==> config.mk <==
export PLATFORM = sky130hd
export DESIGN_NAME = mrfsk_coding_modulation
export DESIGN_NICKNAME = d
export VERILOG_FILES = /design/src/shared/mrfsk_codec_pkg.sv /design/src/hdl/mrfsk_coding_modulation.sv
export VERILOG_INCLUDE_DIRS = /design/src /design/src/shared
export SDC_FILE = /design/constraint.sdc
export NUM_CORES = 1
export LEC_CHECK = 0
export ABC_AREA = 1
export BUFFER_PORTS_ARGS = -buffer_cell sky130_fd_sc_hd__buf_2
export CELL_PAD_IN_SITES_DETAIL_PLACEMENT = 0
export CELL_PAD_IN_SITES_GLOBAL_PLACEMENT = 2
export CORE_MARGIN = 2
export CORE_UTILIZATION = 25
export DETAILED_ROUTE_END_ITERATION = 10
export MAX_ROUTING_LAYER = met4
export PLACE_DENSITY = 0.65
export RECOVER_POWER = 50
export SLEW_MARGIN = 20
export SYNTH_ARGS = -nofsm -noshare
export SYNTH_HDL_FRONTEND = slang
export SYNTH_SLANG_ARGS = --single-unit
==> constraint.sdc <==
create_clock -name core_clk -period 9 [get_ports core_clk]
set_input_delay 0.9 -clock core_clk [delete_from_list [all_inputs] [get_ports core_clk]]
set_output_delay 0.9 -clock core_clk [all_outputs]
set_load 0.01 [all_outputs]
==> src/shared/mrfsk_codec_defines.svh <==
`ifndef MRFSK_CODEC_DEFINES_SVH
`define MRFSK_CODEC_DEFINES_SVH

// ----------------------------------------
// Register byte addresses
// ----------------------------------------
`define ADDR_PHY_CTRL 8'h00
`define ADDR_FSK_CFG 8'h04
`define ADDR_SYNC 8'h08
`define ADDR_TX_CMD 8'h0c
`define ADDR_TX_DATA 8'h10
`define ADDR_STATUS 8'h14
`define ADDR_FE_RATE 8'h18

// ----------------------------------------
// Fields and reset values
// ----------------------------------------
`define PHY_OFF 2'h0
`define PHY_FSK 2'h1
`define PHY_OFDM 2'h2
`define PHY_OQPSK 2'h3
`define FSK_CFG_W 21
`define FSK_CFG_RST 21'h040000
`define CMD_START_BIT 31
`define CMD_LEN_MSB 10
`define CMD_PRE_LSB 16
`define CMD_PRE_MSB 23
`define SYNC_BYTES 11'h002
`define TAIL_BYTES 11'h001
`define PRE_BYTE 8'h55

// ----------------------------------------
// Coding constants
// ----------------------------------------
`define FEC_POLY0 4'hf
`define FEC_POLY1 4'hb
`define FEC_FB_TAPS 3'h3
`define PN9_SEED 9'h1ff
`define PN9_TAP 4

// ----------------------------------------
// Symbol timing
// ----------------------------------------
`define CLK_KHZ 20000
`define SYM_CYC_0 9'(`CLK_KHZ / 50)
`define SYM_CYC_1 9'(`CLK_KHZ / 100)
`define SYM_CYC_2 9'(`CLK_KHZ / 150)
`define SYM_CYC_3 9'(`CLK_KHZ / 200)
`define SYM_CYC_4 9'(`CLK_KHZ / 300)
`define SYM_CYC_5 9'(`CLK_KHZ / 400)

`endif

==> src/shared/mrfsk_codec_pkg.sv <==
package mrfsk_codec_pkg;

    typedef enum logic [5:0] {
        PH_IDLE = 6'h01,
        PH_PRE = 6'h02,
        PH_SYNC = 6'h04,
        PH_BODY = 6'h08,
        PH_TAIL = 6'h10,
        PH_DRAIN = 6'h20
    } phase_e;

    // Symbol code: 00 = -1, 01 = -1/3, 10 = +1/3, 11 = +1
    typedef logic [1:0] sym_t;

    typedef struct packed {
        logic raw1;
        logic raw0;
        logic coded1;
        logic coded0;
        logic [1:0] bandwidthTimeSetting;
        logic [1:0] modulationIndexScale;
        logic [2:0] modulationIndex;
        logic [2:0] symbolRateCode;
        logic symbolInvertAll;
        logic preambleInvert;
        logic modulationOrder;
        logic whiteningEnable;
        logic txSyncWordSelect;
        logic interleaveEnable;
        logic fecSchemeSelect;
    } cfg_s;

endpackage : mrfsk_codec_pkg

==> src/hdl/mrfsk_coding_modulation.sv <==
// Functional notes
// - Two-bit PHY type: 0 off at reset, 1 FSK, 2 OFDM, 3 O-QPSK.
// - Transmit order: FEC, then interleave, then whitening, then symbol mapping.
// - FEC is terminated rate one-half convolutional code, constraint length four.
// - FEC scheme 0 non-recursive non-systematic, 1 recursive systematic.
// - Interleave when enabled for either scheme; always bypassed without FEC.
// - With defaults, sync-word select 1 turns FEC on.
// - Whitening enable 1 whitens transmit data.
// - Receive de-whitens payload when received header whitening bit is set.
// - With FEC, whitening acts on coded bits.
// - Raw framing mode never whitens.
// - 2-level: bit 0 gives -1, bit 1 gives +1.
// - 4-level pairs: 01 -1, 00 -1/3, 10 +1/3, 11 +1.
// - 4-level only for header and payload; rest 2-level.
// - Preamble invert negates preamble symbols on transmit only.
// - Full invert negates all transmit symbols, except preamble symbols when preamble invert is also set; receiver told to match.
// - Rate codes 0..5 mean 50,100,150,200,300,400 kHz.
// - Modulation index used both ways; index scaling on transmit only.
// - Data rate: 1x, 2x, 0.5x, 1x symbol rate by order and FEC.
// - Receiver senses two sync words, coded versus uncoded.
// - Symbols go to I/Q interface with power amplifier control.
//
// Local design decisions: the AHB-Lite register port and the register offsets.
`timescale 1ns/1ps
`include "mrfsk_codec_defines.svh"

module mrfsk_coding_modulation #(
    parameter int QW = 32
) (
    input wire logic core_clk,
    input wire logic resetn,
    input wire logic hsel,
    input wire logic [31:0] haddr,
    input wire logic [1:0] htrans,
    input wire logic hwrite,
    input wire logic [2:0] hsize,
    input wire logic [31:0] hwdata,
    input wire logic hready,
    output logic hreadyout,
    output logic [31:0] hrdata,
    output logic hresp,
    input wire logic rxSfdHit,
    input wire logic rxSfdIndex,
    input wire logic rxHdrValid,
    input wire logic rxHdrWhiten,
    input wire logic rxBitValid,
    input wire logic rxBit,
    output mrfsk_codec_pkg::sym_t symbol,
    output logic symbolValid,
    output logic paEnable,
    output logic [1:0] phyTypeSelect,
    output logic [2:0] txModIndex,
    output logic [1:0] txModScale,
    output logic [1:0] txBt,
    output logic [2:0] rxModIndex,
    output logic rxInvert,
    output logic rxCoded,
    output logic rxOutBit,
    output logic rxOutValid
);
    import mrfsk_codec_pkg::*;

    localparam int CW = $clog2(QW + 1);

    if (QW < 32 || QW > 64) begin : g_bad_qw
        $error("QW must lie in 32..64");
    end

    typedef struct packed {
        logic [31:0] rdata;
        logic wrPend;
        logic [7:0] wrIdx;
        logic [1:0] pt;
        cfg_s cfg;
        cfg_s lc;
        logic lFec;
        logic lRaw;
        logic [15:0] sync0;
        logic [15:0] sync1;
        logic [7:0] feRate;
        phase_e phase;
        logic [8:0] tcnt;
        logic [QW-1:0] q;
        logic [CW-1:0] qCnt;
        logic [10:0] byteCnt;
        logic [10:0] len;
        logic [7:0] preLen;
        logic [7:0] dat;
        logic datFull;
        logic [2:0] enc;
        logic [8:0] lfsr;
        sym_t sym;
        logic symV;
        logic pa;
        logic rxCoded;
        logic rxWh;
        logic [8:0] rxLfsr;
        logic rxOut;
        logic rxOutV;
    } st_s;

    st_s s;
    st_s n;

    // ----------------------------------------
    // Decode helpers
    // ----------------------------------------
    function automatic logic fecOf(input cfg_s c);
        return c.txSyncWordSelect ? c.coded1 : c.coded0;
    endfunction : fecOf

    function automatic logic rawOf(input cfg_s c);
        return c.txSyncWordSelect ? c.raw1 : c.raw0;
    endfunction : rawOf

    function automatic logic [8:0] rateCycles(input logic [2:0] code);
        case (code)
            3'h0: return `SYM_CYC_0;
            3'h1: return `SYM_CYC_1;
            3'h2: return `SYM_CYC_2;
            3'h3: return `SYM_CYC_3;
            3'h4: return `SYM_CYC_4;
            3'h5: return `SYM_CYC_5;
            default: return `SYM_CYC_0;
        endcase
    endfunction : rateCycles

    // Data rate in half symbol-rate units
    function automatic logic [2:0] rateHalves(input cfg_s c);
        logic [2:0] r;
        r = c.modulationOrder ? 3'h4 : 3'h2;
        return fecOf(c) ? (r >> 1) : r;
    endfunction : rateHalves

    // ----------------------------------------
    // Next state
    // ----------------------------------------
    always_comb begin
        logic addrPhase;
        logic tick;
        logic body4;
        logic done;
        logic srcOk;
        logic inv;
        logic u;
        logic fb;
        logic [1:0] take;
        logic [1:0] c;
        logic [7:0] src;
        logic [15:0] cb;
        logic [15:0] cbi;
        logic [4:0] nb;
        logic [2:0] e;
        logic [8:0] w;
        logic [QW-1:0] qq;
        logic [QW-1:0] ext;
        logic [CW-1:0] qc;
        addrPhase = hsel & htrans[1] & hready;
        tick = 1'b0;
        body4 = 1'b0;
        done = 1'b0;
        srcOk = 1'b0;
        inv = 1'b0;
        u = 1'b0;
        fb = 1'b0;
        take = 2'h0;
        c = 2'h0;
        src = 8'h00;
        cb = 16'h0000;
        cbi = 16'h0000;
        nb = 5'h00;
        e = s.enc;
        w = s.lfsr;
        qq = s.q;
        ext = '0;
        qc = s.qCnt;
        n = s;
        n.symV = 1'b0;
        n.rxOutV = 1'b0;

        // ----------------------------------------
        // Bus slave: reads answered from address phase
        // ----------------------------------------
        n.wrPend = addrPhase & hwrite & (haddr[31:8] == 24'h000000);
        n.wrIdx = haddr[7:0];
        n.rdata = 32'h00000000;
        if (addrPhase && !hwrite && haddr[31:8] == 24'h000000) begin
            if (haddr[7:0] == `ADDR_PHY_CTRL) begin
                n.rdata = {30'h0, s.pt};
            end else if (haddr[7:0] == `ADDR_FSK_CFG) begin
                n.rdata = {11'h000, s.cfg};
            end else if (haddr[7:0] == `ADDR_SYNC) begin
                n.rdata = {s.sync1, s.sync0};
            end else if (haddr[7:0] == `ADDR_STATUS) begin
                n.rdata = {25'h0, rateHalves(s.cfg), s.rxCoded, s.pa, s.datFull,
                           s.phase != PH_IDLE};
            end else if (haddr[7:0] == `ADDR_FE_RATE) begin
                n.rdata = {24'h0, s.feRate};
            end
        end
        if (s.wrPend) begin
            if (s.wrIdx == `ADDR_PHY_CTRL) begin
                n.pt = hwdata[1:0];
            end else if (s.wrIdx == `ADDR_FSK_CFG) begin
                n.cfg = cfg_s'(hwdata[`FSK_CFG_W-1:0]);
            end else if (s.wrIdx == `ADDR_SYNC) begin
                n.sync0 = hwdata[15:0];
                n.sync1 = hwdata[31:16];
            end else if (s.wrIdx == `ADDR_FE_RATE) begin
                n.feRate = hwdata[7:0];
            end else if (s.wrIdx == `ADDR_TX_DATA && !s.datFull) begin
                n.dat = hwdata[7:0];
                n.datFull = 1'b1;
            end else if (s.wrIdx == `ADDR_TX_CMD && hwdata[`CMD_START_BIT]
                         && s.phase == PH_IDLE && s.pt == `PHY_FSK) begin
                n.lc = s.cfg;
                n.lFec = fecOf(s.cfg);
                n.lRaw = rawOf(s.cfg);
                n.len = hwdata[`CMD_LEN_MSB:0];
                n.preLen = hwdata[`CMD_PRE_MSB:`CMD_PRE_LSB];
                n.phase = PH_PRE;
                n.byteCnt = 11'h000;
                n.tcnt = rateCycles(s.cfg.symbolRateCode) - 9'h001;
                n.enc = 3'h0;
                n.lfsr = `PN9_SEED;
                n.q = '0;
                n.qCnt = '0;
                n.pa = 1'b1;
            end
        end

        // ----------------------------------------
        // Symbol pacing and mapping
        // ----------------------------------------
        if (s.phase != PH_IDLE) begin
            tick = s.tcnt == 9'h000;
            n.tcnt = tick ? rateCycles(s.lc.symbolRateCode) - 9'h001 : s.tcnt - 9'h001;
            body4 = s.lc.modulationOrder && (s.phase == PH_BODY || s.phase == PH_TAIL);
            if (tick && body4 && qc >= CW'(2)) begin
                take = 2'h2;
                c = {qq[QW-1], qq[QW-1] ? qq[QW-2] : ~qq[QW-2]};
            end else if (tick && !body4 && qc >= CW'(1)) begin
                take = 2'h1;
                c = {2{qq[QW-1]}};
            end
            if (take != 2'h0) begin
                inv = s.lc.symbolInvertAll ^ (s.phase == PH_PRE && s.lc.preambleInvert);
                n.sym = inv ? ~c : c;
                n.symV = 1'b1;
                qq = qq << take;
                qc = qc - CW'(take);
            end
        end

        // ----------------------------------------
        // Bit producer: one byte per step
        // ----------------------------------------
        case (s.phase)
            PH_PRE: begin
                done = s.byteCnt == {3'h0, s.preLen};
                src = `PRE_BYTE;
                srcOk = 1'b1;
            end
            PH_SYNC: begin
                done = s.byteCnt == `SYNC_BYTES;
                src = s.lc.txSyncWordSelect ? s.sync1[15:8] : s.sync0[15:8];
                if (s.byteCnt != 11'h000) begin
                    src = s.lc.txSyncWordSelect ? s.sync1[7:0] : s.sync0[7:0];
                end
                srcOk = 1'b1;
            end
            PH_BODY: begin
                done = s.byteCnt == s.len;
                src = s.dat;
                srcOk = s.datFull;
            end
            PH_TAIL: begin
                done = s.byteCnt == `TAIL_BYTES;
                srcOk = 1'b1;
            end
            PH_DRAIN: begin
                if (qc == '0 && tick) begin
                    n.phase = PH_IDLE;
                    n.pa = 1'b0;
                end
            end
            default: begin
                done = 1'b0;
            end
        endcase
        if (done) begin
            if (qc == '0) begin
                n.byteCnt = 11'h000;
                if (s.phase == PH_PRE) begin
                    n.phase = PH_SYNC;
                end else if (s.phase == PH_SYNC) begin
                    n.phase = PH_BODY;
                end else if (s.phase == PH_BODY && s.lFec) begin
                    n.phase = PH_TAIL;
                end else begin
                    n.phase = PH_DRAIN;
                end
            end
        end else if (srcOk && qc <= CW'(QW - 16)) begin
            if (s.lFec && (s.phase == PH_BODY || s.phase == PH_TAIL)) begin
                for (int i = 0; i < 8; i++) begin
                    u = src[7-i];
                    if (s.phase == PH_TAIL) begin
                        u = s.lc.fecSchemeSelect ? ^(e & `FEC_FB_TAPS) : 1'b0;
                    end
                    if (s.lc.fecSchemeSelect) begin
                        fb = u ^ (^(e & `FEC_FB_TAPS));
                        cb[15-2*i] = u;
                        cb[14-2*i] = ^({fb, e} & `FEC_POLY1);
                        e = {e[1:0], fb};
                    end else begin
                        cb[15-2*i] = ^({u, e} & `FEC_POLY0);
                        cb[14-2*i] = ^({u, e} & `FEC_POLY1);
                        e = {e[1:0], u};
                    end
                end
                n.enc = e;
                nb = 5'h10;
                if (s.lc.interleaveEnable) begin
                    for (int i = 0; i < 16; i++) begin
                        cbi[15-i] = cb[15-((i % 4) * 4 + i / 4)];
                    end
                    cb = cbi;
                end
            end else begin
                cb = {src, 8'h00};
                nb = 5'h08;
            end
            if ((s.phase == PH_BODY || s.phase == PH_TAIL)
                && s.lc.whiteningEnable && !s.lRaw) begin
                for (int i = 0; i < 16; i++) begin
                    if (5'(i) < nb) begin
                        cb[15-i] = cb[15-i] ^ w[0];
                        w = {w[0] ^ w[`PN9_TAP], w[8:1]};
                    end
                end
                n.lfsr = w;
            end
            ext = {cb, {(QW-16){1'b0}}};
            qq = qq | (ext >> qc);
            qc = qc + CW'(nb);
            n.byteCnt = s.byteCnt + 11'h001;
            if (s.phase == PH_BODY) begin
                n.datFull = 1'b0;
            end
        end
        n.q = qq;
        n.qCnt = qc;

        // ----------------------------------------
        // Receive side
        // ----------------------------------------
        if (rxSfdHit) begin
            n.rxCoded = rxSfdIndex ? s.cfg.coded1 : s.cfg.coded0;
        end
        if (rxHdrValid) begin
            n.rxWh = rxHdrWhiten;
            n.rxLfsr = `PN9_SEED;
        end else if (rxBitValid) begin
            n.rxOut = rxBit ^ (s.rxWh & s.rxLfsr[0]);
            n.rxOutV = 1'b1;
            if (s.rxWh) begin
                n.rxLfsr = {s.rxLfsr[0] ^ s.rxLfsr[`PN9_TAP], s.rxLfsr[8:1]};
            end
        end
    end

    always_ff @(posedge core_clk or negedge resetn) begin
        if (!resetn) begin
            s <= '0;
            s.pt <= `PHY_OFF;
            s.cfg <= cfg_s'(`FSK_CFG_RST);
            s.lc <= cfg_s'(`FSK_CFG_RST);
            s.phase <= PH_IDLE;
            s.lfsr <= `PN9_SEED;
            s.rxLfsr <= `PN9_SEED;
        end else begin
            s <= n;
        end
    end

    assign hreadyout = 1'b1;
    assign hresp = 1'b0;
    assign hrdata = s.rdata;
    assign symbol = s.sym;
    assign symbolValid = s.symV;
    assign paEnable = s.pa;
    assign phyTypeSelect = s.pt;
    assign txModIndex = s.lc.modulationIndex;
    assign txModScale = s.lc.modulationIndexScale;
    assign txBt = s.lc.bandwidthTimeSetting;
    assign rxModIndex = s.cfg.modulationIndex;
    assign rxInvert = s.cfg.symbolInvertAll;
    assign rxCoded = s.rxCoded;
    assign rxOutBit = s.rxOut;
    assign rxOutValid = s.rxOutV;

    // ----------------------------------------
    // Checks
    // ----------------------------------------
    phy_off_a: assert property (@(posedge core_clk) disable iff (!resetn)
        (s.pt != `PHY_FSK && s.phase == PH_IDLE) |=> s.phase == PH_IDLE)
        else $error("packet started with FSK not selected");
    fec_latch_a: assert property (@(posedge core_clk) disable iff (!resetn)
        $rose(s.pa) |-> s.lFec == fecOf(s.lc))
        else $error("FEC enable not decoded from sync select");
    tail_fec_a: assert property (@(posedge core_clk) disable iff (!resetn)
        s.phase == PH_TAIL |-> s.lFec)
        else $error("tail without FEC");
    raw_white_a: assert property (@(posedge core_clk) disable iff (!resetn)
        (s.phase != PH_IDLE && s.lRaw) |=> $stable(s.lfsr))
        else $error("whitening ran in raw mode");
    two_level_a: assert property (@(posedge core_clk) disable iff (!resetn)
        (s.symV && ($past(s.phase) == PH_PRE || $past(s.phase) == PH_SYNC))
        |-> (s.sym == 2'h0 || s.sym == 2'h3))
        else $error("4-level symbol outside header and payload");
    latch_hold_a: assert property (@(posedge core_clk) disable iff (!resetn)
        (s.phase != PH_IDLE && $past(s.phase) != PH_IDLE) |-> $stable(s.lc))
        else $error("settings changed inside a packet");
    pa_cover_a: assert property (@(posedge core_clk) disable iff (!resetn)
        s.symV |-> s.pa ##1 (s.pa || s.phase == PH_IDLE))
        else $error("symbol sent with amplifier off");
    tick_bound_a: assert property (@(posedge core_clk) disable iff (!resetn)
        s.phase != PH_IDLE |-> s.tcnt < rateCycles(s.lc.symbolRateCode))
        else $error("symbol timer beyond rate period");
    rx_plain_a: assert property (@(posedge core_clk) disable iff (!resetn)
        (rxBitValid && !rxHdrValid && !s.rxWh) |=> (s.rxOutV && s.rxOut == $past(rxBit)))
        else $error("bit changed without whitening");
    dual_sense_a: assert property (@(posedge core_clk) disable iff (!resetn)
        rxSfdHit |=> s.rxCoded == ($past(rxSfdIndex) ? $past(s.cfg.coded1) : $past(s.cfg.coded0)))
        else $error("coded flag does not follow sync word");

endmodule : mrfsk_coding_modulation

* After elaboration in Yosys (flattened, before gate mapping)
Cells that the tools add are included.
** Storage, ports and cells
- Register bits :: 244
- Input port bits :: 80
- Output and inout port bits :: 54
- Word-level logic and storage cells :: 501
** Cells by class
- Add/sub/neg operators :: 6
- Magnitude comparators :: 19
- Equality and inequality tests :: 36
- Shift operators :: 2
- Mux-type cells :: 250
- Bitwise operators :: 57
- Reductions and logical operators :: 77
** Operators by type and width (number)
- 9-bit two-way mux :: 75
- 104-bit two-way mux :: 5
- 32-bit two-way mux :: 9
- 83-bit two-way mux :: 2
- 16-bit two-way mux :: 6
- 4-bit XOR reduction :: 24
- 9-bit case mux with 5 select lines :: 2
- 1-bit two-way mux :: 83
- 3-bit two-way mux :: 24
- 6-bit two-way mux :: 11
- 11-bit two-way mux :: 4
- 1-bit XOR :: 43
- 4-bit by 5-bit < comparator with 1-bit output, first input constant :: 8
- 8-bit by 5-bit equality test with 1-bit output, second input constant :: 4
- 8-bit two-way mux :: 4
- 32-bit OR :: 1
- 32-bit by 2-bit << shifter with 32-bit output :: 1
- 32-bit by 6-bit right shift with 32-bit output :: 1
- 2-bit two-way mux :: 14
- 9-bit by 1-bit subtractor with 9-bit output, second input constant :: 3
- 13-bit two-way mux :: 2
- 8-bit by 4-bit equality test with 1-bit output, second input constant :: 3
- 24-bit zero test :: 1
- 12-bit two-way mux :: 2
- 50 further kinds :: 115

* Depth between registers and ports, before layout
- Depth in word-level cells :: 109
- Mapped depth :: 54
- Mapped depth without buffers :: 54

* Worst setup path after synthesis
No wires, ideal clock.
- Kind :: reg2reg
- Start :: register s[57] (netlist bit)
- End :: register s[77] (netlist bit)
- Library setup time :: 0.120 ns
- Arrival time :: 4.357 ns
- Required time :: 8.880 ns
- Path slack :: 4.523 ns
- Stages on the path, launching flop included :: 52
- Buffers on the path :: 0
- Clock period less this slack :: 4.477 ns
- Cell sequence :: dfrtp_1 -> inv_1 -> ha_1 -> inv_1 -> nor2_1 -> nand3_4 -> o21bai_2 -> nand3_2 -> nand3_1 -> inv_1 -> nand2_1 -> nand2_2 -> nand2_2 -> nand2_2 -> nand3_1 -> nand3_2 -> nand3_2 -> nand3_1 -> [16 not listed] -> nand2_1 -> nand2_1 -> nand3_2 -> nand2_2 -> nand2_2 -> nand3_2 -> nand2_1 -> nand2_1 -> nand3_1 -> nand2_1 -> nand3_1 -> nand2_1 -> nand2_1 -> nand3_1 -> nand2_1 -> nand2_1 -> nand2_1 -> nand2_1
** RTL lines
- from (decl) :: line mrfsk_coding_modulation.sv:102 : st_s s;
- from (signal assigned) :: line mrfsk_coding_modulation.sv:383 : s <= n;

==> impl_metrics.tcl <==
set metrics [dict create \
    ys_types 62 \
    violations "max-capacitance violations, max-slew violations" \
    routed_wl_um 51900 \
    r2r_setup_slack_ns 2.30 \
    via_per_inst 4.69 \
    muxShareOfSynthArea_pct 0.693 \
    end_kind "flip-flop" \
    required_ns 9.47 \
    crit_type "flip-flop to flip-flop" \
    syn2layout_area_growth_pct 14.3 \
    coreArea_um2 60100 \
    hp-class "input pin to flip-flop" \
    grt_start_max_net_pins 177 \
    setup_ws_ns 2.30 \
    fin_tns_setup_ns 0 \
    antennaDiodeCount 0 \
    final_util_pct 28.8 \
    cp_slowest_cell "nor3_4" \
    synth_edf_count 0 \
    finalCriticalPeriod_ns 6.70 \
    grtUsageTotal_pct 17.0 \
    synth_top_flop_cell "dfrtp_1" \
    drive_gt1_share_pct 14.0 \
    path_cells "nor2_1 > nand2_2 > nor3_2 > inv_1 > nand2_1 > nand2_1 > nor3_4 > inv_1 > nand2_1 > inv_1 > nor2_1 > buf_4 > inv_1 > o21ai_0 > buf_4 > inv_1 > nor4_1 > o211ai_1 > nor2_1 > buf_4 > inv_2 > nor2_1 > inv_1 > o221ai_1" \
    synth_top_family_by_area "simple AND/OR/NAND/NOR gates" \
    whs_ns 0.440 \
    clk_latency_ns 0.58 \
    rr_startpoint "s[117]$_DFF_PN0_" \
    min_from "haddr[0]" \
    rsz0062_at_grt "false" \
    ys_seq_elements 244 \
    grt_pass1_wl_um 81100 \
    hpwlAfterDp_um 37700 \
    crit_path_frequent_cell "inv_1" \
    maxSlewViolCount 69 \
    synthXorXnorAreaFrac_pct 2.95 \
    startpoint_type "flip-flop" \
    fmax_mhz 149 \
    nets 2215 \
    die_x_um 250 \
    outcome "finished, violations left" \
    rr_endpoint "s[99]$_DFF_PN0_" \
    cts_tree "yes" \
    yosysWarnings 0 \
    synth_area_um2 15200 \
    grt_pass1_vias 13800 \
    synthSimpleGateAreaFrac_pct 28.0 \
    die_area_um2 62600 \
    async_reset_ff_share_pct 100 \
    ios 134 \
    relSlewSlack_pct -193 \
    postRouteAntennaNets 0 \
    num_vias 13700 \
    ff2ff_path_depth 24 \
    cts_made_buffers 31 \
    holdPathEnd "s[207]$_DFF_PN0_" \
    initial_core_util_pct 25.2 \
    gr-total-overflow 0 \
    power.total_mw 2.50 \
    cts_hold_buf 0 \
    place_congestion 0.836 \
    port_buffers 127 \
    max_cap_violations 1 \
    syn-num-nets 2158 \
    setup_viol 0 \
    root_buffer "clkbuf_16" \
    synth_compound_area_share_pct 15.8 \
    cts_resized 0 \
    min_period_over_period_pct 74.5 \
    clock_path_buffers 3 \
    antenna_found_initial 0 \
    firstDrtPassIters 5 \
    post_drt_wl_per_cell_um 17.7 \
    drt_iter0_markers 987 \
    cts.reportedPaths.clkPinSlew_ns 0.06 \
    cp.arrival_ns 7.18 \
    drc 0 \
    hold_depth 1 \
    ys_seq_area_share_pct 40.4 \
    hold_viol 0 \
    p_per_area_nw_per_um2 145 \
    max_stage_delay_ns 0.81 \
    rows 90 \
    cts_sinks 244 \
    die_h_um 250 \
    synth_cells 2065 \
    cp_max_fo 26 \
    preCtsSetupSlack_ns 2.31 \
    synth.avg_cell_area_um2 7.34 \
    synth-adder-area-share_pct 1.17 \
    p_leak_nw 8.31 \
    ir_drop_v 0.000139 \
    fin_skew_ns 0.0233 \
    htree_levels 1 \
    worst_pin_slew_ns 4.40 \
    postCtsSetupRepairBufs 0 \
]
cell usage after synthesis, types with 3 or more instances:
library cell / number / area [µm²]
o31ai_1: 7 / 52.6
inv_2: 6 / 22.5
nand3_1: 167 / 836
inv_1: 224 / 841
nor2_1: 155 / 582
o21bai_1: 3 / 22.5
nor2_4: 4 / 45.0
nand3_4: 4 / 70.1
ha_1: 11 / 138
o211ai_1: 20 / 150
buf_1: 7 / 26.3
o21ai_2: 3 / 26.3
nand2_2: 20 / 125
a21oi_1: 112 / 561
dfstp_2: 20 / 526
nor4_1: 13 / 81.3
clkinv_1: 9 / 33.8
xor2_1: 37 / 324
nand4_1: 20 / 125
a211oi_1: 5 / 37.5
a221oi_1: 5 / 43.8
buf_2: 9 / 45.0
o22ai_1: 18 / 113
mux2_2: 4 / 45.0
nand3b_1: 5 / 37.5
buf_6: 3 / 33.8
nand2_1: 487 / 1830
mux2i_1: 6 / 60.1
or2_2: 8 / 50.1
buf_4: 56 / 420
nand3_2: 20 / 200
nor3_1: 34 / 170
a22oi_1: 14 / 105
clkbuf_1: 54 / 203
o21ai_1: 13 / 65.1
a31oi_1: 15 / 93.8
xnor2_1: 14 / 123
o21ai_0: 195 / 976
dfrtp_1: 224 / 5610
o221ai_1: 6 / 52.6
logic make-up (layout without fill, tap and decap cells):
family                   Yosys count  after routing
AND/OR/NAND/NOR                  948            948
buffers and inverters            370            451
multiplexers                      10             10
other                              2              2
flip-flops                       244            244
XOR/XNOR                          51             51
adder cells (fa/ha/maj)           13             13
AO/OA/AOI/OAI                    427            427
where the power goes:
part	internal [mW]	switching, mW	total, mW
sequential	1.11	0.0102	1.12
clock	0.772	0.526	1.30
combinational	0.0261	0.0608	0.0869
total	1.91	0.597	2.50
layout by cell type, fill, tap and decap left out, types with 5 or more instances in the layout:
master and count:
a211oi_1 5, a22oi_1 14, mux2i_1 6, a21oi_1 112, xor2_1 37, inv_2 6, dfstp_2 18, dfrtp_1 224
clkbuf_1 14, clkinv_2 5, o21ai_1 13, ha_1 11, a31oi_1 15, or2_2 8, clkinv_1 9, clkbuf_16 31
nand2_2 22, nor4_1 12, o31ai_1 7, nor3_1 33, o211ai_1 20, nor2_1 154, xnor2_1 14, o21ai_0 195
nand3_1 166, inv_1 224, a221oi_1 5, clkbuf_8 6, buf_2 118, buf_4 26, nand4_1 20, o221ai_1 6
o22ai_1 18, nand2_1 485, nand3_2 21, nand3b_1 5
flip-flops by register name (all words and copies together) (netlist names):
| signal | cells |
|---|---|
| txBt | 2 |
| symbolValid | 1 |
| hrdata | 32 |
| paEnable | 1 |
| txModScale | 2 |
| rxInvert | 1 |
| rxCoded | 1 |
| symbol | 2 |
| rxOutBit | 1 |
| phyTypeSelect | 2 |
| rxModIndex | 3 |
| txModIndex | 3 |
| s | 192 |
| rxOutValid | 1 |
layer usage:
| metal | share of wire (%) | GRT usage, % | wire, µm | vias to the layer above |
|---|---|---|---|---|
| met1 | 45 | 21.8 | 23600 | 6497 |
| met5 | 0 | - | 0 | - |
| met3 | 3.7 | 1.78 | 1900 | 70 |
| li1 | - | - | - | 6884 |
| met4 | 2.7 | 4.91 | 1400 | 0 |
| met2 | 48 | 28.2 | 25000 | 273 |
final cells by class:
class / instances / area [µm²]
Timing Repair Buffer: 154 / 840
Tap cell: 782 / 978
Inverter: 240 / 902
Clock inverter: 15 / 179
Sequential cell: 244 / 6130
Fill cell: 6657 / 42800
Clock buffer: 42 / 877
Multi-Input combinational cell: 1451 / 7410
metrics by stage:
step	cell area (µm²)	cells
3_5_place_dp	16300	2871
2_1_floorplan	15200	2065
5_1_grt	17300	2928
3_3_place_gp	16300	2871
4_1_cts	17300	2928
6_report	17300	2928
worst max-delay path, delay by kind of cell, from the launching register on:
family	cells	cell delay (ns)
simple gates	11	3.11
buf+inv	10	2.47
compound gates	3	0.59
flops	1	0.40
how the worst max path moves through the flow:
stage | slack, ns | endpoint | from
2_1_floorplan | 4.52 | s[77]$_DFF_PN0_ | s[57]$_DFF_PN0_
6_report | 2.30 | s[99]$_DFF_PN0_ | s[117]$_DFF_PN0_
5_1_grt | 1.41 | s[101]$_DFF_PN0_ | s[116]$_DFF_PN0_
4_1_cts | 2.27 | s[99]$_DFF_PN0_ | s[116]$_DFF_PN0_
3_3_place_gp | 2.25 | s[99]$_DFF_PN0_ | s[117]$_DFF_PN0_
3_5_place_dp | 2.31 | s[99]$_DFF_PN0_ | s[116]$_DFF_PN0_
Power figures use the tool's default switching activity.
